===== config.mk =====
export PLATFORM = sky130hd
export DESIGN_NAME = asp_top
export DESIGN_NICKNAME = d
export VERILOG_FILES = /design/src/common/asp_pkg.sv /design/src/common/asp_baud_if.sv /design/src/core/asp_baud_gen.sv /design/src/core/asp_top.sv
export SDC_FILE = /design/constraint.sdc
export NUM_CORES = 1
export LEC_CHECK = 0
export BUFFER_PORTS_ARGS = -buffer_cell sky130_fd_sc_hd__buf_2
export CAP_MARGIN = 20
export CORE_ASPECT_RATIO = 2
export CORE_MARGIN = 2
export CORE_UTILIZATION = 56
export CTS_BUF_LIST = sky130_fd_sc_hd__clkbuf_4 sky130_fd_sc_hd__clkbuf_8
export DETAILED_ROUTE_END_ITERATION = 16
export GPL_TIMING_DRIVEN = 0
export PLACE_DENSITY_LB_ADDON = 0.05
export SYNTH_ARGS = -nofsm -noshare
export SYNTH_HDL_FRONTEND = slang
export SYNTH_SLANG_ARGS = --single-unit

===== constraint.sdc =====
create_clock -name pclk -period 3.6 [get_ports pclk]
set_input_delay 0.18 -clock pclk [delete_from_list [all_inputs] [get_ports pclk]]
set_output_delay 0.18 -clock pclk [all_outputs]
set_load 0.005 [all_outputs]

===== src/common/asp_pkg.sv =====
// Shared constants of the asynchronous serial port.
package asp_pkg;

    // Register indices; the byte address is four times the index.
    localparam logic [15:0] ASP_IDX_RX_CTL = 16'hfed0;
    localparam logic [15:0] ASP_IDX_TX_CTL = 16'hfed1;
    localparam logic [15:0] ASP_IDX_BAUD = 16'hfed2;
    localparam logic [15:0] ASP_IDX_TX_DATA = 16'hfed3;
    localparam logic [15:0] ASP_IDX_RX_DATA = 16'hfed4;

    // Byte addresses on the register bus.
    localparam logic [31:0] ASP_ADDR_RX_CTL = {14'h0000, ASP_IDX_RX_CTL, 2'b00};
    localparam logic [31:0] ASP_ADDR_TX_CTL = {14'h0000, ASP_IDX_TX_CTL, 2'b00};
    localparam logic [31:0] ASP_ADDR_BAUD = {14'h0000, ASP_IDX_BAUD, 2'b00};
    localparam logic [31:0] ASP_ADDR_TX_DATA = {14'h0000, ASP_IDX_TX_DATA, 2'b00};
    localparam logic [31:0] ASP_ADDR_RX_DATA = {14'h0000, ASP_IDX_RX_DATA, 2'b00};

    // Receive control register field positions.
    localparam int ASP_RXC_PRESCALE = 7;
    localparam int ASP_RXC_START_DET = 6;
    localparam int ASP_RXC_RX_RUN = 5;
    localparam int ASP_RXC_STOP_ERR = 4;
    localparam int ASP_RXC_SPARE = 3;
    localparam int ASP_RXC_NINTH = 2;
    localparam int ASP_RXC_DONE = 1;
    localparam int ASP_RXC_IRQ_EN = 0;

    // Transmit control register field positions.
    localparam int ASP_TXC_TX_RUN = 7;
    localparam int ASP_TXC_LEN_NINE = 6;
    localparam int ASP_TXC_DRIVE_EN = 5;
    localparam int ASP_TXC_PUSH_PULL = 4;
    localparam int ASP_TXC_LEN_SEVEN = 3;
    localparam int ASP_TXC_NINTH = 2;
    localparam int ASP_TXC_LOAD_DONE = 1;
    localparam int ASP_TXC_IRQ_EN = 0;

    // Reset values of the byte-wide registers.
    localparam logic [7:0] ASP_RST_BYTE = 8'h00;

    // Frame bit counts: data length plus start and stop.
    localparam logic [3:0] ASP_FRAME_NINE = 4'hb;
    localparam logic [3:0] ASP_FRAME_EIGHT = 4'ha;
    localparam logic [3:0] ASP_FRAME_SEVEN = 4'h9;

    // Baud accumulator advances in thirds of a cycle.
    localparam logic [13:0] ASP_BAUD_STEP = 14'h0003;

    // Interrupt vector addresses served by the two request outputs.
    localparam logic [15:0] ASP_VEC_RX = 16'h0033;
    localparam logic [15:0] ASP_VEC_TX = 16'h003b;

endpackage


===== src/common/asp_baud_if.sv =====
`timescale 1ns/10ps
`default_nettype none
// Link between the port core and its shared baud generator.
interface asp_baud_if;
    logic run;            // High while either shifter is busy.
    logic prescale_sel;   // Selects the 32/3 step instead of 8/3.
    logic [7:0] period;   // Programmed baud period value.
    logic tick;           // One-cycle pulse at each bit boundary.
    logic half_tick;      // One-cycle pulse in the middle of each bit.
    modport gen (input run, prescale_sel, period, output tick, half_tick);
    modport user (output run, prescale_sel, period, input tick, half_tick);
endinterface
`default_nettype wire


===== src/core/asp_baud_gen.sv =====
`timescale 1ns/10ps
`default_nettype none
module asp_baud_gen (
    // Clock and reset.
    input wire logic pclk,
    input wire logic presetn,
    // Generator side of the baud link.
    asp_baud_if.gen bif
);
    logic [13:0] acc_r;    // Phase accumulator in thirds of a cycle.
    logic [13:0] acc_nxt;  // Next accumulator value.
    logic tick_r;          // Registered bit-boundary pulse.
    logic half_r;          // Registered mid-bit pulse.

    // Period in thirds: (n+1)*8 or (n+1)*32, giving 8/3 or 32/3 cycles.
    wire [8:0] n_plus_one = {1'b0, bif.period} + 9'h001;
    wire [13:0] limit = bif.prescale_sel ? {n_plus_one, 5'h00}
                                         : {2'b00, n_plus_one, 3'h0};
    wire [13:0] half_limit = {1'b0, limit[13:1]};
    wire [13:0] sum = acc_r + asp_pkg::ASP_BAUD_STEP;
    wire wrap = sum >= limit;
    wire cross_half = (acc_r < half_limit) && (sum >= half_limit);

    // Idle forces the counter home so a transfer begun with both directions idle starts in phase.
    always_comb begin
        if (!bif.run) begin
            acc_nxt = 14'h0000;
        end else if (wrap) begin
            acc_nxt = sum - limit;
        end else begin
            acc_nxt = sum;
        end
    end

    // Accumulator and pulse registers.
    always_ff @(posedge pclk or negedge presetn) begin
        if (!presetn) begin
            acc_r <= 14'h0000;
            tick_r <= 1'b0;
            half_r <= 1'b0;
        end else begin
            acc_r <= acc_nxt;
            tick_r <= bif.run && wrap;
            half_r <= bif.run && cross_half;
        end
    end

    assign bif.tick = tick_r;
    assign bif.half_tick = half_r;
endmodule
`default_nettype wire


===== src/core/asp_top.sv =====
`timescale 1ns/10ps
`default_nettype none
// Summary of operation
// - Push-pull select chooses transmit pin driver type.
// - Two length bits pick nine, eight or seven.
// - Ninth transmitted bit comes from control bit.
// - Shifter loads; load-done flag sets in the same cycle.
// - Load-done flag clears only by software write.
// - Cleared flag makes transmission restart automatically.
// - Transmit request when enable and flag set.
// - Baud counter resets when both runs idle.
// - Baud period is (n+1) times 8/3 or 32/3.
// - Transmit and receive share one baud generator.
// - Software writes next byte after load-done flag.
// - Reception end copies shifter, ninth bit separately.
// - Seven-bit receptions store zero in bit seven.
// - Reception end clears run, sets done flag.
// - Clearing start detect makes current frame last.
// - Continuous transmit leaves one-cycle gap between frames.
// - Frame end with load-done flag still set ends stream.
// - Pin driven only with drive enable, input direction.
// - Receive request when enable and done flag set.
// - Writing run starts transmission; clearing aborts it.
// - Low stop bit sets sticky stop error flag.
module asp_top (
    // Clock and reset.
    input wire logic pclk,
    input wire logic presetn,
    // APB slave.
    input wire logic psel,
    input wire logic penable,
    input wire logic pwrite,
    input wire logic [31:0] paddr,
    input wire logic [31:0] pwdata,
    input wire logic [3:0] pstrb,
    output logic [31:0] prdata,
    output logic pready,
    output logic pslverr,
    // Port direction bits from the port logic, same clock.
    input wire logic tx_pin_dir,
    input wire logic rx_pin_dir,
    // Serial pins.
    input wire logic rx_pin,
    output logic tx_pin_out,
    output logic tx_pin_oe,
    // Interrupt requests.
    output logic rx_irq_req,
    output logic tx_irq_req
);
    // Receive control fields.
    logic baud_prescale_sel_r;  // Baud step select.
    logic start_detect_en_r;    // Start-bit detection enable.
    logic rx_run_r;             // Reception in progress.
    logic stop_error_flag_r;    // Sticky stop-bit error.
    logic spare_flag_r;         // General-purpose bit with no effect.
    logic rx_ninth_bit_r;       // Ninth received bit.
    logic rx_done_flag_r;       // Reception finished.
    logic rx_irq_en_r;          // Receive interrupt enable.
    // Transmit control fields.
    logic tx_run_r;             // Transmission requested or running.
    logic len_nine_sel_r;       // Nine-bit length select.
    logic tx_pin_drive_en_r;    // Transmit pin output enable.
    logic tx_pin_push_pull_sel_r; // Driver type select.
    logic len_seven_sel_r;      // Seven-bit length select.
    logic tx_ninth_bit_r;       // Ninth bit to transmit.
    logic tx_load_done_flag_r;  // Shifter took the data register.
    logic tx_irq_en_r;          // Transmit interrupt enable.
    // Data registers.
    logic [7:0] baud_period_reg_r;
    logic [7:0] tx_data_reg_r;
    logic [7:0] rx_data_reg_r;
    // Transmit shifter state.
    logic tx_active_r;          // Shifter is sending a frame.
    logic [10:0] tx_shifter_r;  // Bit 0 is the bit on the line.
    logic [3:0] tx_cnt_r;       // Bits left in the frame.
    // Receive shifter state.
    logic [10:0] rx_shifter_r;  // Newest sample enters at bit 10.
    logic [3:0] rx_cnt_r;       // Samples left in the frame.
    logic rx_sync1_r;           // First synchroniser stage.
    logic rx_sync2_r;           // Second synchroniser stage.
    logic rx_prev_r;            // Previous synchronised level.
    logic start_det_prev_r;     // Start detect enable one cycle ago.
    // Bus slave state.
    logic pready_r;
    logic pslverr_r;
    logic [31:0] prdata_r;
    // Pin and request outputs.
    logic tx_pin_out_r;
    logic tx_pin_oe_r;
    logic rx_irq_req_r;
    logic tx_irq_req_r;

    asp_baud_if bif ();

    // One generator serves both directions.
    asp_baud_gen u_baud (
        .pclk(pclk),
        .presetn(presetn),
        .bif(bif)
    );
    assign bif.run = tx_run_r || rx_run_r;
    assign bif.prescale_sel = baud_prescale_sel_r;
    assign bif.period = baud_period_reg_r;

    // APB decode: one wait state, so read data can come from a flop.
    wire access = psel && penable && !pready_r;
    wire complete = psel && penable && pready_r;
    wire hit_rxc = paddr == asp_pkg::ASP_ADDR_RX_CTL;
    wire hit_txc = paddr == asp_pkg::ASP_ADDR_TX_CTL;
    wire hit_baud = paddr == asp_pkg::ASP_ADDR_BAUD;
    wire hit_txd = paddr == asp_pkg::ASP_ADDR_TX_DATA;
    wire hit_rxd = paddr == asp_pkg::ASP_ADDR_RX_DATA;
    wire hit_any = hit_rxc || hit_txc || hit_baud || hit_txd || hit_rxd;
    wire wr_ok = complete && pwrite && pstrb[0];
    wire wr_rxc = wr_ok && hit_rxc;
    wire wr_txc = wr_ok && hit_txc;
    wire wr_baud = wr_ok && hit_baud;
    wire wr_txd = wr_ok && hit_txd;
    wire wr_rxd = wr_ok && hit_rxd;
    wire [7:0] wb = pwdata[7:0];

    // Control registers as software sees them.
    wire [7:0] rx_ctl_view = {baud_prescale_sel_r, start_detect_en_r,
        rx_run_r, stop_error_flag_r, spare_flag_r, rx_ninth_bit_r,
        rx_done_flag_r, rx_irq_en_r};
    wire [7:0] tx_ctl_view = {tx_run_r, len_nine_sel_r, tx_pin_drive_en_r,
        tx_pin_push_pull_sel_r, len_seven_sel_r, tx_ninth_bit_r,
        tx_load_done_flag_r, tx_irq_en_r};
    wire [7:0] rd_byte = hit_rxc ? rx_ctl_view :
                         hit_txc ? tx_ctl_view :
                         hit_baud ? baud_period_reg_r :
                         hit_txd ? tx_data_reg_r :
                         hit_rxd ? rx_data_reg_r : asp_pkg::ASP_RST_BYTE;

    // Length decode; the forbidden combination falls back to eight.
    wire len_nine = len_nine_sel_r && !len_seven_sel_r;
    wire len_seven = len_seven_sel_r && !len_nine_sel_r;
    wire [3:0] frame_bits = len_nine ? asp_pkg::ASP_FRAME_NINE :
                            len_seven ? asp_pkg::ASP_FRAME_SEVEN :
                            asp_pkg::ASP_FRAME_EIGHT;

    // Transmit frame image, start bit at bit 0, stop above the data.
    wire [10:0] tx_frame = len_nine ?
                           {1'b1, tx_ninth_bit_r, tx_data_reg_r, 1'b0} :
                           len_seven ?
                           {3'b111, tx_data_reg_r[6:0], 1'b0} :
                           {2'b11, tx_data_reg_r, 1'b0};

    // Transmit sequencing.
    wire tx_load = tx_run_r && !tx_active_r;
    wire tx_end = tx_active_r && bif.tick && (tx_cnt_r == 4'h1);
    // A cleared flag at frame end means software refilled the data.
    wire tx_restart = !tx_load_done_flag_r;

    // Receive front end: falling edge or enable while the line is low.
    wire rx_fall = rx_prev_r && !rx_sync2_r;
    wire rx_en_low = !start_det_prev_r && !rx_sync2_r;
    wire rx_start = start_detect_en_r && !rx_run_r &&
                    (rx_fall || rx_en_low);
    wire rx_sample = rx_run_r && bif.half_tick;
    wire rx_end = rx_sample && (rx_cnt_r == 4'h1);
    wire rx_abort = wr_rxc && rx_run_r && !wb[asp_pkg::ASP_RXC_RX_RUN];
    wire rx_finish = rx_end || rx_abort;
    // Final image includes the stop sample taken this cycle.
    wire [10:0] rx_final = rx_end ? {rx_sync2_r, rx_shifter_r[10:1]}
                                  : rx_shifter_r;
    wire [7:0] rx_byte = len_nine ? rx_final[8:1] :
                         len_seven ? {1'b0, rx_final[9:3]} :
                         rx_final[9:2];

    // Transmit pin level and drive; open drain only pulls low.
    wire tx_level = tx_active_r ? tx_shifter_r[0] : 1'b1;
    wire tx_drive = tx_pin_drive_en_r && !tx_pin_dir;
    wire tx_oe_nxt = tx_drive &&
        (tx_pin_push_pull_sel_r || !tx_level);
    wire tx_out_nxt = tx_pin_push_pull_sel_r ? tx_level : 1'b0;

    // Bus slave answer; pready stands for exactly one cycle.
    always_ff @(posedge pclk or negedge presetn) begin
        if (!presetn) begin
            pready_r <= 1'b0;
            pslverr_r <= 1'b0;
            prdata_r <= 32'h0000_0000;
        end else begin
            pready_r <= access;
            pslverr_r <= access && !hit_any;
            if (access) begin
                prdata_r <= {24'h00_0000, rd_byte};
            end
        end
    end

    // Plain configuration and data registers.
    always_ff @(posedge pclk or negedge presetn) begin
        if (!presetn) begin
            baud_period_reg_r <= asp_pkg::ASP_RST_BYTE;
            tx_data_reg_r <= asp_pkg::ASP_RST_BYTE;
            baud_prescale_sel_r <= 1'b0;
            start_detect_en_r <= 1'b0;
            spare_flag_r <= 1'b0;
            rx_irq_en_r <= 1'b0;
            len_nine_sel_r <= 1'b0;
            tx_pin_drive_en_r <= 1'b0;
            tx_pin_push_pull_sel_r <= 1'b0;
            len_seven_sel_r <= 1'b0;
            tx_ninth_bit_r <= 1'b0;
            tx_irq_en_r <= 1'b0;
        end else begin
            if (wr_baud) begin
                baud_period_reg_r <= wb;
            end
            if (wr_txd) begin
                tx_data_reg_r <= wb;
            end
            if (wr_rxc) begin
                baud_prescale_sel_r <= wb[asp_pkg::ASP_RXC_PRESCALE];
                start_detect_en_r <= wb[asp_pkg::ASP_RXC_START_DET];
                spare_flag_r <= wb[asp_pkg::ASP_RXC_SPARE];
                rx_irq_en_r <= wb[asp_pkg::ASP_RXC_IRQ_EN];
            end
            if (wr_txc) begin
                len_nine_sel_r <= wb[asp_pkg::ASP_TXC_LEN_NINE];
                tx_pin_drive_en_r <= wb[asp_pkg::ASP_TXC_DRIVE_EN];
                tx_pin_push_pull_sel_r <= wb[asp_pkg::ASP_TXC_PUSH_PULL];
                len_seven_sel_r <= wb[asp_pkg::ASP_TXC_LEN_SEVEN];
                tx_ninth_bit_r <= wb[asp_pkg::ASP_TXC_NINTH];
                tx_irq_en_r <= wb[asp_pkg::ASP_TXC_IRQ_EN];
            end
        end
    end

    // Transmit run bit and load flag.
    // A software write in the frame-end cycle wins over the restart,
    // so a control write there sets run from its own written run bit.
    always_ff @(posedge pclk or negedge presetn) begin
        if (!presetn) begin
            tx_run_r <= 1'b0;
            tx_load_done_flag_r <= 1'b0;
        end else begin
            if (wr_txc) begin
                tx_run_r <= wb[asp_pkg::ASP_TXC_TX_RUN];
            end else if (tx_end) begin
                tx_run_r <= tx_restart;
            end
            // Hardware set wins over a clearing write.
            if (tx_load) begin
                tx_load_done_flag_r <= 1'b1;
            end else if (wr_txc) begin
                tx_load_done_flag_r <= wb[asp_pkg::ASP_TXC_LOAD_DONE];
            end
        end
    end

    // Transmit shifter; loses the frame at once when run is cleared.
    always_ff @(posedge pclk or negedge presetn) begin
        if (!presetn) begin
            tx_active_r <= 1'b0;
            tx_shifter_r <= 11'h7ff;
            tx_cnt_r <= 4'h0;
        end else if (!tx_run_r || tx_end) begin
            tx_active_r <= 1'b0;
            tx_shifter_r <= 11'h7ff;
            tx_cnt_r <= 4'h0;
        end else if (tx_load) begin
            tx_active_r <= 1'b1;
            tx_shifter_r <= tx_frame;
            tx_cnt_r <= frame_bits;
        end else if (bif.tick) begin
            tx_shifter_r <= {1'b1, tx_shifter_r[10:1]};
            tx_cnt_r <= tx_cnt_r - 4'h1;
        end
    end

    // Receive pin synchroniser and edge history.
    always_ff @(posedge pclk or negedge presetn) begin
        if (!presetn) begin
            rx_sync1_r <= 1'b1;
            rx_sync2_r <= 1'b1;
            rx_prev_r <= 1'b1;
            start_det_prev_r <= 1'b0;
        end else begin
            rx_sync1_r <= rx_pin;
            rx_sync2_r <= rx_sync1_r;
            rx_prev_r <= rx_sync2_r;
            start_det_prev_r <= start_detect_en_r;
        end
    end

    // Receive shifter: samples mid-bit, start bit included.
    always_ff @(posedge pclk or negedge presetn) begin
        if (!presetn) begin
            rx_shifter_r <= 11'h7ff;
            rx_cnt_r <= 4'h0;
        end else if (rx_start) begin
            rx_shifter_r <= 11'h7ff;
            rx_cnt_r <= frame_bits;
        end else if (rx_sample) begin
            rx_shifter_r <= {rx_sync2_r, rx_shifter_r[10:1]};
            rx_cnt_r <= rx_cnt_r - 4'h1;
        end
    end

    // Receive run, result register and flags; hardware set wins.
    always_ff @(posedge pclk or negedge presetn) begin
        if (!presetn) begin
            rx_run_r <= 1'b0;
            rx_data_reg_r <= asp_pkg::ASP_RST_BYTE;
            rx_ninth_bit_r <= 1'b0;
            rx_done_flag_r <= 1'b0;
            stop_error_flag_r <= 1'b0;
        end else begin
            // Software may only clear the run bit, which aborts.
            if (rx_start) begin
                rx_run_r <= 1'b1;
            end else if (rx_finish) begin
                rx_run_r <= 1'b0;
            end
            if (rx_finish) begin
                rx_data_reg_r <= rx_byte;
            end else if (wr_rxd) begin
                rx_data_reg_r <= wb;
            end
            if (rx_finish && len_nine) begin
                rx_ninth_bit_r <= rx_final[9];
            end else if (wr_rxc) begin
                rx_ninth_bit_r <= wb[asp_pkg::ASP_RXC_NINTH];
            end
            if (rx_finish) begin
                rx_done_flag_r <= 1'b1;
            end else if (wr_rxc) begin
                rx_done_flag_r <= wb[asp_pkg::ASP_RXC_DONE];
            end
            if (rx_finish && !rx_final[10]) begin
                stop_error_flag_r <= 1'b1;
            end else if (wr_rxc) begin
                stop_error_flag_r <= wb[asp_pkg::ASP_RXC_STOP_ERR];
            end
        end
    end

    // Pin drive and interrupt requests, all registered.
    always_ff @(posedge pclk or negedge presetn) begin
        if (!presetn) begin
            tx_pin_out_r <= 1'b1;
            tx_pin_oe_r <= 1'b0;
            rx_irq_req_r <= 1'b0;
            tx_irq_req_r <= 1'b0;
        end else begin
            tx_pin_out_r <= tx_out_nxt;
            tx_pin_oe_r <= tx_oe_nxt;
            rx_irq_req_r <= rx_irq_en_r && rx_done_flag_r;
            tx_irq_req_r <= tx_irq_en_r && tx_load_done_flag_r;
        end
    end

    // The receive direction bit is only a software obligation here.
    wire unused_dir = rx_pin_dir;

    assign prdata = prdata_r;
    assign pready = pready_r;
    assign pslverr = pslverr_r;
    assign tx_pin_out = tx_pin_out_r;
    assign tx_pin_oe = tx_pin_oe_r;
    assign rx_irq_req = rx_irq_req_r;
    assign tx_irq_req = tx_irq_req_r;
endmodule
`default_nettype wire


* Word-level counts from Yosys, hierarchy flattened *
Index checks and enable logic that the tools add are counted.

cells by class
  add/subtract/negate cells = 5
  $mul = 0
  divide/modulo/power cells = 0
  order comparisons = 3
  equality and inequality tests = 7
  shift-type cells = 0
  mux-type cells = 43
  bitwise operators = 0
  reduce and logical (&&, ||, !) cells = 66

operator list
  cell                                              count
  == test 32 x 18 -> 1 bit, second input constant   5
  two-way mux 8 bit                                 9
  two-way mux 11 bit                                6
  two-way mux 14 bit                                3
  logical AND 1 bit                                 33
  two-way mux 4 bit                                 5
  nonzero test 2 bit                                9
  two-way mux 1 bit                                 16
  adder 14 x 2 -> 14 bit, second input constant     1
  >= comparator 14 x 13 -> 1 bit                    1
  >= comparator 14 bit                              1
  zero test 1 bit                                   14
  less-than comparator 14 x 13 -> 1 bit             1
  subtractor 14 bit                                 1
  two-way mux 10 bit                                1
  adder 8 x 1 -> 9 bit, second input constant       1
  logical OR 1 bit                                  9
  two-way mux 9 bit                                 1
  == test 4 x 1 -> 1 bit, second input constant     2
  subtractor 4 x 1 -> 4 bit, second input constant  2
  two-way mux 2 bit                                 2
  nonzero test 3 bit                                1

storage, ports and cells
  flip-flop bits (word level) = 105
  latch bits = 0
  bits in writable memories = 0
  ROM bits = 0
  output and inout port bits = 38
  logic and storage cells = 162
  memories = 0

* Longest topological paths before layout *
Gate-level depths: netlist (run 1).

  depth in word-level cells = 10
  gate-level depth with buffers = 16
  mapped depth without buffers = 15

* Hierarchy *
From an unflattened synthesis (run 1), not the netlist that was laid out.

unflattened totals
  cell total of the unflattened synthesis = 725
  area, all modules = 6880.3 um^2

modules (own cells, without submodules)
  module        instances  cells each  area an instance (um^2)
  asp_top       1          489         4828.4
  asp_baud_gen  1          236         2052.0

* Least setup slack after synthesis (run 1) *
Ideal clock, no wire load.

  path kind = flip-flop to flip-flop
  start point = reg baud_period_reg_r[0]
  end point = reg u_baud.acc_r[7]
  library setup time = 0.132 ns
  data arrival time = 3.204 ns
  required time = 3.468 ns
  setup slack = 0.264 ns
  cell stages (with the launch flop) = 15
  clock period less this slack = 3.336 ns
  path through = dfrtp_1 -> ha_1 -> nand3_1 -> nor2_1 -> xnor2_1 -> a21oi_1 -> ha_1 -> a211oi_1 -> nand2_1 -> o41ai_1 -> a221oi_1 -> maj3_1 -> buf_2 -> mux2i_1 -> nor2_1

on the way
  word-level cells in the longest chain between the ends = 5

RTL lines
  what                                                       line                                    RTL
  start: declaration                                         asp_top.sv:69                           logic [7:0] baud_period_reg_r;
  start signal: assignment                                   asp_top.sv:196                          baud_period_reg_r <= asp_pkg::ASP_RST_BYTE;
  start signal: assignment                                   asp_top.sv:210                          baud_period_reg_r <= wb;
  adder 8 x 1 -> 9 bit (*)                                   asp_baud_gen.sv:16                      wire [8:0] n_plus_one = {1'b0, bif.period} + 9'h001;
  two-way mux 14 bit (*)                                     asp_baud_gen.sv:17                      wire [13:0] limit = bif.prescale_sel ? {n_plus_one, 5'h00}
  subtractor 14 bit or >= comparator 14 bit (tied branches)  asp_baud_gen.sv:29, asp_baud_gen.sv:21
  two-way mux 14 bit (*)                                     asp_baud_gen.sv:28                      end else if (wrap) begin
  two-way mux 14 bit (*)                                     asp_baud_gen.sv:26                      if (!bif.run) begin
  named net u_baud.acc_nxt[7]                                asp_baud_gen.sv:11                      logic [13:0] acc_nxt;
  end signal: assignment                                     asp_baud_gen.sv:42                      acc_r <= acc_nxt;
  end: declaration                                           asp_baud_gen.sv:10                      logic [13:0] acc_r;

The timed path passes the listed nets; every way through them passes the cells marked *.
A chain may end at the register's enable or synchronous reset.

* Worst setup path in the final report (run 1) *
  start point = reg u_baud.acc_r[1]
  end point = reg u_baud.acc_r[10]

on the way
  word-level cells in the longest chain between the ends = 4

RTL lines
  what                                                       line                                    RTL
  adder 14 x 2 -> 14 bit (*)                                 asp_baud_gen.sv:20                      wire [13:0] sum = acc_r + asp_pkg::ASP_BAUD_STEP;
  subtractor 14 bit or >= comparator 14 bit (tied branches)  asp_baud_gen.sv:29, asp_baud_gen.sv:21
  two-way mux 14 bit (*)                                     asp_baud_gen.sv:28
  two-way mux 14 bit (*)                                     asp_baud_gen.sv:26
  named net u_baud.acc_nxt[10]                               asp_baud_gen.sv:11

Marks and branches as above.

==> results.md, run 1 <==
- Die area: 12400 um2
- Hold Fails Final Rpt: 0
- Initial drt markers: 223
- Endpoint class of the critical path: register
- Clock Pin Slew Worst Setup and Hold Paths: 110 ps
- Setup CP Type: register to register
- Status: complete, no violations
- Worst EP required: 3870 ps
- First-pass GRT wire length: 26.4 mm
- Sink Count: 103
- Grt total ovfl: 0
- Starting Density: 57.0%
- Die Y: 156 um
- Ant. Diodes: 0
- Vias in the first global route: 5555
- Slew @ Worst Pin: 806 ps
- Initial antenna violation count: 0
- Sequential area share after synthesis: 40.5%
- Longest Clk Path Bufs: 2
- Routed WL: 16.9 mm
- Std-Cell Rows: 55
- Startpoint types: register
- Worst reg-to-reg setup slack: 130 ps
- Final Util: 66.3%
- Die width: 79.8 um
- #FFs+latches synth: 103
- Largest net degree at the start of global routing: 57
- Critical register-to-register path startpoint: u_baud.acc_r[1]
- DRC: 0
- Reg2reg end: u_baud.acc_r[10]
- Skew-Pair Late Insertion Delay: 380 ps
- WL per Instance: 18.0 um
- Maximum clock rate: 288 MHz
- Yosys Warn Count: 0
- Cell variety after synth: 68
- Hold depth: 3
- Top FF cell, synth: dfrtp_1
- # setup viols final: 0
- IO Pins: 114
- CP arrival: 3740 ps
- Area delta synth->final: 16.3%
- CORE AREA: 11300 um2
- Max-cap viol count: 0
- HP Start: penable
- DP HPWL: 13.2 mm
- Leakage: 0.00350 uW
- Area post-placement: 7040 um2
- Vias post-DR: 5505
- Pwr Density: 304 nW/um2
- Mapped cell area: 6430 um2
- Vias/cell: 5.86
- CTS tree: done
- DR pass1 iterations: 5
- Final period util: 96.4%
- Fin Clk Skew: 18.0 ps
- FFs w/ async S/R, synth: 100%
- H-tree depth: 3
- Hold endpoint: pslverr
- Fillers: 962
- Port Buf Inserts: 61
- Max IR drop VDD: 288 uV
- Antenna-violating nets left: 0
- Slew Viols, Final: 0
- Syn avg cell area: 9.40 um2
- GRT Util Overall: 27.7%
- Post-synth EDFFs: 0
- Hold Path Class: input pin to register
- Unrepaired setup endpoints after global routing: no
- Root Buffer: clkbuf_8
- Fin nets: 904
- CTS buffer count: 9
- Post-Syn Instances: 684
- Layout cell share with drive strength beyond 1: 25.1%
- Fin area: 7480 um2
- Path depth of the worst reg2reg path: 15
- Post-layout min period: 3470 ps
- Critical-path maximum fanout: 10
- RD Place Congestion: 0.889
- Relative slew slack: 45.9%
-- cell families (layout without fill, tap and decap cells) --
group / after synthesis / after routing / share of synthesized area [%]
and+or+nand+nor: 248 / 248 / 18.7
AOI/OAI and AO/OA: 144 / 144 / 15.1
DFF: 103 / 103 / 40.5
buffers and inverters: 71 / 162 / 5.85
muxes: 54 / 54 / 8.99
adders and majority gates: 39 / 39 / 7.55
xor gates and xnor gates: 24 / 24 / 3.27
other: 1 / 24 / 0.0583
-- routing by layer --
metal | vias up | GRT usage, % | routed length (um)
li1 | 2633 | - | -
met1 | 2649 | 26.5 | 5790
met2 | 175 | 54.7 | 9670
met3 | 48 | 3.24 | 564
met4 | 0 | 15.1 | 882
met5 | - | 0 | 0
-- flip-flops by register name, indices dropped and copies added, names as in the netlist, 4 cells and up --
signal / cells
rx_data_reg_r: 8
tx_shifter_r: 10
tx_data_reg_r: 8
prdata: 8
u_baud.acc_r: 14
rx_shifter_r: 10
baud_period_reg_r: 8
rx_cnt_r: 4
tx_cnt_r: 4
-- how the worst max path moves through the flow --
stage,from,end,slack [ps],cells after the start
after floorplan,baud_period_reg_r[0],u_baud.acc_r[7],260,14
after global placement,baud_period_reg_r[0],u_baud.acc_r[10],-630,13
after detailed placement,baud_period_reg_r[0],u_baud.acc_r[10],-750,13
after CTS,u_baud.acc_r[5],u_baud.acc_r[9],20,12
after global routing,u_baud.acc_r[1],u_baud.acc_r[7],3,17
final,u_baud.acc_r[1],u_baud.acc_r[10],130,15
-- area by class of cell --
| class | count | area [um2] | area share [%] |
|---|---|---|---|
| inverters | 19 | 71.3 | 0.953 |
| plain buffers | 51 | 309 | 4.13 |
| clock buffers | 11 | 145 | 1.94 |
| well taps | 142 | 178 | 2.37 |
| clock inverters | 5 | 87.6 | 1.17 |
| flip-flops and latches | 103 | 2610 | 34.9 |
| repair buffers | 76 | 445 | 5.95 |
| multi-input cells | 533 | 3630 | 48.6 |
-- metrics by stage --
stage | instances | hold WS, ps | TNS, ps | power (uW) | setup slack, ps
2_1_floorplan | 707 | -116 | 0 | 1360 | 264
3_3_place_gp | 910 | 284 | -4840 | 1440 | -634
3_5_place_dp | 912 | 237 | -5920 | 1460 | -748
4_1_cts | 936 | 71.8 | 0 | 2280 | 21.5
5_1_grt | 940 | 105 | 0 | 2360 | 3.47
6_report | 940 | 83.3 | 0 | 2270 | 129
-- synthesized netlist by cell type (7+ instances only) --
library cell,count,share of area (%)
mux2_2,26,4.6
xnor2_1,12,1.6
nand2_1,84,4.9
xor2_1,12,1.6
a21o_1,9,1.1
inv_1,18,1.1
mux2i_1,27,4.2
a41oi_1,8,1.1
buf_4,24,2.8
o21ai_0,29,2.3
nor3_1,12,0.93
and2_1,9,0.88
clkbuf_1,20,1.2
a211oi_1,14,1.6
a222oi_1,8,1.2
a21oi_1,33,2.6
nor2_1,66,3.9
dfstp_2,24,9.8
nand3_1,26,2.0
dfrtp_1,79,31
ha_1,34,6.6
a31oi_1,9,0.88
nand4_1,7,0.68
-- cells in the final DEF, fill, tap and decap left out, types with 9 or more instances in the layout --
master,instances
dfstp_2,24
xnor2_1,11
nor2_1,65
dfrtp_1,76
a31oi_1,9
and2_1,9
nand2_1,84
o21ai_0,28
ha_1,31
clkbuf_8,10
nor3_1,10
a21o_1,9
a21oi_1,30
inv_1,18
nand3_1,26
buf_4,35
xor2_1,12
buf_2,64
mux2i_1,27
conb_1,24
a211oi_1,10
mux2_2,26
clkbuf_1,18
-- worst max-delay path, stage by stage, from the launching register on --
cell      delay, ps
dfrtp_1         380
inv_1            70
ha_1            230
nand4b_1        180
buf_4           170
nor2_1          140
nand4_1         130
xnor2_1         210
ha_2            240
a211oi_4        270
nand2_1         100
o41ai_2         330
a221oi_2         90
maj3_2          380
buf_6           180
a211oi_2        260
-- timing repair --
action                                  4_1_cts  5_1_grt
endpoints found under the hold margin        44        0
buffers inserted                              6        4
endpoints found under the setup margin       12        9
hold buffers                                  3        0
pin swaps                                     4        3
resized for setup                            19        9
-- report_power, final --
part           internal [uW]  switching [uW]  leakage, uW
sequential              1200            32.7      0.00124
combinational           97.6             107      0.00215
clock                    426             407     0.000115
total                   1730             546      0.00350
No activity file was read; power rests on OpenSTA's default activity.
==> inputs of run 2 (changes only) <==
--- a/config.mk
+++ b/config.mk
@@ -8,7 +8,7 @@
 export BUFFER_PORTS_ARGS = -buffer_cell sky130_fd_sc_hd__buf_2
 export CAP_MARGIN = 20
 export CORE_ASPECT_RATIO = 2
-export CORE_MARGIN = 2
+export CORE_MARGIN = 1.5
 export CORE_UTILIZATION = 56
 export CTS_BUF_LIST = sky130_fd_sc_hd__clkbuf_4 sky130_fd_sc_hd__clkbuf_8
 export DETAILED_ROUTE_END_ITERATION = 16
==> run 2 against run 1 <==
  * Clock skew shrank 1.9 ps
  * Routed wire length grew 1.1%
  * Flip-flop and latch count is the same
  * Register-to-register slack is essentially flat
  * Non-clock buffer count grew 4
==> results.md, run 2 (synthesis results as in run 1) <==
- Post-layout min period: 3480 ps (+9.45 ps)
- Worst reg-to-reg setup slack: 120 ps (about the same)
- Max-cap viol count: 0 (unchanged)
- Most common cell after layout, fill and taps aside: nand2_1
- Std-Cell Rows: 55 (unchanged)
- Die area: 12200 um2 (-1.9%)
- Vias/cell: 5.80 (-0.91%)
- Initial drt markers: 274 (+23%)
- Die Y: 155 um (-0.64%)
- Slew Viols, Final: 0 (unchanged)
- HP Start: penable
- Setup CP Type: register to register
- Root Buffer: clkbuf_8
- Ant. Diodes: 0 (unchanged)
- Clock Pin Slew Worst Setup and Hold Paths: 110 ps (about the same)
- Hold endpoint: pslverr
- Sink Count: 103 (unchanged)
- CTS tree: done
- Path depth of the worst reg2reg path: 14 (-1)
- DR pass1 iterations: 5 (unchanged)
- H-tree depth: 3 (unchanged)
- Antenna-violating nets left: 0 (unchanged)
- Skew-Pair Late Insertion Delay: 380 ps (about the same)
- First-pass GRT wire length: 26.8 mm (+1.5%)
- CORE AREA: 11300 um2 (unchanged)
- CTS buffer count: 9 (unchanged)
- Starting Density: 57.0% (unchanged)
- Hold Fails Final Rpt: 0 (unchanged)
- Hold depth: 3 (unchanged)
- Maximum clock rate: 287 MHz (-0.27%)
- Pwr Density: 291 nW/um2 (-4.2%)
- Longest Clk Path Bufs: 2 (unchanged)
- Area delta synth->final: 17.3%
- DRC: 0 (unchanged)
- Layout cell share with drive strength beyond 1: 26.2% (+1.1 points)
- Status: complete, no violations
- Fin nets: 908 (+0.44%)
- Relative slew slack: 49.1% (+3.3 points)
- Routed WL: 17.1 mm (+1.1%)
- Most frequent cells in the layout: 84 x nand2_1, 76 x dfrtp_1, 64 x nor2_1, 64 x buf_2, 40 x buf_4
- Final period util: 96.7% (+0.26 points)
- Vias post-DR: 5478 (-0.49%)
- WL per Instance: 18.1 um (+0.71%)
- Critical register-to-register path startpoint: baud_period_reg_r[0]
- GRT Util Overall: 28.9% (+1.2 points)
- Grt total ovfl: 0 (unchanged)
- RD Place Congestion: 0.908 (+2.2%)
- Reg2reg end: u_baud.acc_r[9]
- Slew @ Worst Pin: 757 ps (-48.4 ps)
- Area post-placement: 7040 um2 (unchanged)
- Largest register by flop count: u_baud.acc_r
- Vias in the first global route: 5437 (-2.1%)
- Fin Clk Skew: 16.1 ps (-1.86 ps)
- Hold Path Class: input pin to register
- # setup viols final: 0 (unchanged)
- Worst EP required: 3830 ps (-40 ps)
- Max FFs per register: 14 (unchanged)
- DP HPWL: 13.3 mm (+0.35%)
- Max IR drop VDD: 259 uV (-10%)
- Port Buf Inserts: 61 (unchanged)
- Leakage: 0.00352 uW (+0.56%)
- Die width: 78.8 um (-1.3%)
- Setup_tns: 0 ps (unchanged)
- Initial antenna violation count: 0 (unchanged)
- Largest net degree at the start of global routing: 60 (+5.3%)
- Fin area: 7540 um2 (+0.85%)
- Startpoint types: register
- Top Registers: u_baud.acc_r: 14 flops, rx_shifter_r: 10 flops, tx_shifter_r: 10 flops
- Endpoint class of the critical path: register
- Critical-path maximum fanout: 10 (unchanged)
- CP arrival: 3710 ps (-30 ps)
- IO Pins: 114 (unchanged)
-- run 2: changes by cell type in the layout (fill, tap and decap cells not counted), moves of 2 or more --
cell | before | now
ha_4 | 0 | 2
xor2_2 | 0 | 2
xor2_1 | 12 | 10
clkinv_4 | 0 | 2
buf_4 | 35 | 40
-- run 2: routing by layer --
layer	part of all wire, %	track usage (%)	vias to the layer above	wire length, um
met2	56	54.6	141	9630
li1	-	-	2637	-
met4	6.3	19.0	0	1080
met1	35	28.3	2638	5930
met3	2.6	3.72	62	450
met5	0	0	-	0
-- run 2: power breakdown --
part           leakage (uW)  switching, uW  internal, uW  total (uW)
Sequential          0.00124           30.9          1200        1230
Clock              0.000104            418           341         760
Combinational       0.00218            105          97.2         202
-- run 2: through the flow --
step                util (%)  worst slack (ps)  total power [uW]  hold slack [ps]  cells
floorplan                  -               264              1360             -116    707
global placement        62.0              -631              1440              284    910
detailed placement      62.4              -734              1450              227    912
CTS                     65.5              4.16              2220             67.1    936
global route            66.9             -41.7              2300              100    944
finish                  66.9               120              2190             78.2    944
-- run 2: layout make-up --
cell class                      instances  area, um2
Multi-Input combinational cell        533       3680
Clock buffer                           10        131
Tap cell                              142        178
Fill cell                             954       3740
Inverter                               19       71.3
Timing Repair Buffer                   81        483
Buffer                                 50        309
Sequential cell                       103       2610
Clock inverter                          6       77.6
-- run 2: worst max path at each step --
stage,startpoint,end,slack (ps),cells past startpoint
2_1_floorplan,baud_period_reg_r[0],u_baud.acc_r[7],260,14
3_3_place_gp,baud_period_reg_r[0],u_baud.acc_r[10],-630,13
3_5_place_dp,baud_period_reg_r[0],u_baud.acc_r[10],-730,13
4_1_cts,baud_period_reg_r[0],u_baud.acc_r[9],4,13
5_1_grt,baud_period_reg_r[0],u_baud.acc_r[8],-40,14
6_report,baud_period_reg_r[0],u_baud.acc_r[9],120,14
-- run 2: critical path, stage by stage, from the launching register on --
cell      delay, ps
dfrtp_2         440
buf_4           160
and4_1          210
and3_1          230
o21ai_0         230
nand3_2         170
ha_4            230
a211oi_4        260
nand2_1         100
o41ai_2         380
a221oi_2         90
maj3_2          400
buf_8           180
a21oi_1         160
nor3_2           80
-- run 2: timing repair --
action / 4_1_cts / 5_1_grt
pin swaps: 3 / 7
gates resized for setup: 16 / 20
hold buffers: 3 / 0
endpoints found under the hold margin: 41 / 0
setup endpoints to repair: 12 / 12
buffers inserted: 5 / 10
==> inputs of run 3 (changes only) <==
--- a/config.mk
+++ b/config.mk
@@ -7,7 +7,6 @@
 export LEC_CHECK = 0
 export BUFFER_PORTS_ARGS = -buffer_cell sky130_fd_sc_hd__buf_2
 export CAP_MARGIN = 20
-export CORE_ASPECT_RATIO = 2
 export CORE_MARGIN = 1.5
 export CORE_UTILIZATION = 56
 export CTS_BUF_LIST = sky130_fd_sc_hd__clkbuf_4 sky130_fd_sc_hd__clkbuf_8
==> run 3 against run 2 <==
  * First-iteration DRC count is 42% higher
  * Routed wire length decreased by 6.6%
  * Combinational power about the same
  * Hold slack worse by 18 ps
  * Design area fell by 0.78%
  * Sequential power barely moved
  * Via count is 1.0% lower
  * Global-route usage decreased by 1.0 points
  * Power fell by 3.3%
  * Largest power group unchanged
==> results.md, run 3 (synthesis results as in run 1) <==
- Slew @ Worst Pin: 654 ps (-103 ps)
- Die Y: 110 um (-29%)
- DRC: 0 (unchanged)
- Critical-path maximum fanout: 6 (-4)
- CP Buf/Inv Count: 3 (+1)
- Cell Count, Final, Fillers Out: 939 (-0.53%)
- Top Registers: u_baud.acc_r: 14 flops, rx_shifter_r: 10 flops, tx_shifter_r: 10 flops
- Hold Path Class: input pin to register
- Final Util: 67.9% (+1.0 points)
- IO Pins: 114 (unchanged)
- Slowest cell delay on critical path: 420 ps (-20 ps)
- Die width: 110 um (+40%)
- RD Place Congestion: 0.817 (-10%)
- Clock Pin Slew Worst Setup and Hold Paths: 100 ps (about the same)
- Initial antenna violation count: 0 (unchanged)
- CORE AREA: 11000 um2 (-2.3%)
- Longest Clk Path Bufs: 2 (unchanged)
- Setup_tns: 0 ps (unchanged)
- CTS tree: done
- Skew-Pair Late Insertion Delay: 400 ps (+20 ps)
- CTS buffer count: 9 (unchanged)
- CP arrival: 3790 ps (+80 ps)
- Post-layout min period: 3490 ps (+11.4 ps)
- Startpoint types: register
- Layout cell share with drive strength beyond 1: 25.4% (-0.78 points)
- Largest net degree at the start of global routing: 56 (-6.7%)
- Delay-heaviest family, CP: compound AO/OA/AOI/OAI gates
- Crit-path most repeated cell: nand2_1
- Setup CP Type: register to register
- First-pass GRT wire length: 25.8 mm (-4.0%)
- Port Buf Inserts: 61 (unchanged)
- Grt total ovfl: 0 (unchanged)
- Worst hold margin: 60.0 ps (-18.2 ps)
- Vias in the first global route: 5203 (-4.3%)
- Starting Density: 58.3% (+1.3 points)
- Maximum clock rate: 286 MHz (-0.33%)
- Root Buffer: clkbuf_8
- Largest register by flop count: u_baud.acc_r
- Max FFs per register: 14 (unchanged)
- Endpoint class of the critical path: register
- Max IR drop VDD: 352 uV (+36%)
- Max-cap viol count: 0 (unchanged)
- Fillers: 872 (-8.6%)
- Slowest stage cell, crit path: maj3_2
- Worst path cell trace: inv_1 -> ha_1 -> nand4b_1 -> buf_4 -> nor2_2 -> nand2_1 -> xnor2_2 -> ha_4 -> a211oi_4 -> nand2_1 -> o41ai_2 -> a221oi_2 -> maj3_2 -> clkbuf_16 -> a211oi_1
- Relative slew slack: 56.2% (+7.1 points)
- Die area: 12100 um2 (-0.32%)
- Leakage: 0.00349 uW (-0.84%)
- # setup viols final: 0 (unchanged)
- Most common cell after layout, fill and taps aside: nand2_1
- Ant. Diodes: 0 (unchanged)
- GRT Util Overall: 27.9% (-1.0 points)
- Slew Viols, Final: 0 (unchanged)
- DR pass1 iterations: 4 (-1)
- Routed WL: 16.0 mm (-6.6%)
- Area delta synth->final: 16.4%
- H-tree depth: 3 (unchanged)
- Sink Count: 103 (unchanged)
- Fin Clk Skew: 14.7 ps (-1.44 ps)
- Most frequent cells in the layout: 84 x nand2_1, 76 x dfrtp_1, 64 x nor2_1
- WL per Instance: 17.0 um (-6.1%)
- Fin nets: 905 (-0.33%)
- DP HPWL: 11.7 mm (-12%)
- Pwr Density: 284 nW/um2 (-2.5%)
- Placed cell count: 909 (-0.33%)
- Std-Cell Rows: 38 (-31%)
- Vias/cell: 5.77 (-0.50%)
- Worst EP required: 3890 ps (+60 ps)
- Initial drt markers: 389 (+42%)
- Hold Fails Final Rpt: 0 (unchanged)
- Final period util: 97.0% (+0.32 points)
- Vias post-DR: 5422 (-1.0%)
- Status: complete, no violations
- Antenna-violating nets left: 0 (unchanged)
==> run 3: cell count changes in the layout (fill, tap and decap cells not counted), sizes merged <==
cell	before	now
buf	110	104
bufinv	1	0
clkinvlp	1	3
clkbuf	28	30
==> run 3: metal layers <==
layer	track usage (%)	share of wire (%)
met5	0	0
met4	8.88	2.1
met3	6.41	5.3
met2	44.8	47
met1	37.6	46
==> run 3: worst min-delay path: cells and delay by family <==
family | cells | cell delay (ps)
buf+inv | 1 | 100
simple gates | 2 | 140
==> run 3: final cells by class <==
cell class	count	area [um2]	share of cell area (%)
inverter	19	71.3	0.953
buffer	51	313	4.18
clock inverter	7	57.6	0.769
tap	140	175	2.34
multi-input combinational	533	3660	48.9
clock buffer	9	124	1.65
sequential	103	2610	34.9
timing repair buffer	77	473	6.32
==> run 3: path summary, 6_finish.rpt <==
check                           startpoint         endpoint  slack, ps  depth (start not counted)
setup / recovery           u_baud.acc_r[0]  u_baud.acc_r[3]        110                         15
hold / removal                     penable          pslverr         60                          3
setup reg to reg           u_baud.acc_r[0]  u_baud.acc_r[3]        110                         15
hold reg to reg                 rx_sync1_r       rx_sync2_r        360                          0
max in group asynchronous          presetn  rx_shifter_r[2]       2490                          3
min in group asynchronous          presetn       tx_irq_req        340                          2
==> run 3: metrics by stage <==
step / worst slack, ps / power, uW / area [um2]
2_1_floorplan: 264 / 1360 / 6520
3_3_place_gp: -414 / 1440 / 7000
3_5_place_dp: -640 / 1450 / 7030
4_1_cts: 4.31 / 2150 / 7330
5_1_grt: -35.3 / 2220 / 7490
6_report: 108 / 2120 / 7490
==> run 3: what timing repair did <==
item	CTS	global route
setup buffers	3	7
pin swaps	1	7
hold buffers	3	0
endpoints found under the hold margin	40	0
endpoints found under the setup margin	13	12
cloned	0	1
gates resized for setup	15	20
==> run 3: power breakdown <==
part	leakage [uW]	total (uW)	internal, uW	switching [uW]
clock network	0.0000824	687	258	429
logic	0.00217	201	97.7	103
registers	0.00124	1230	1200	32.7
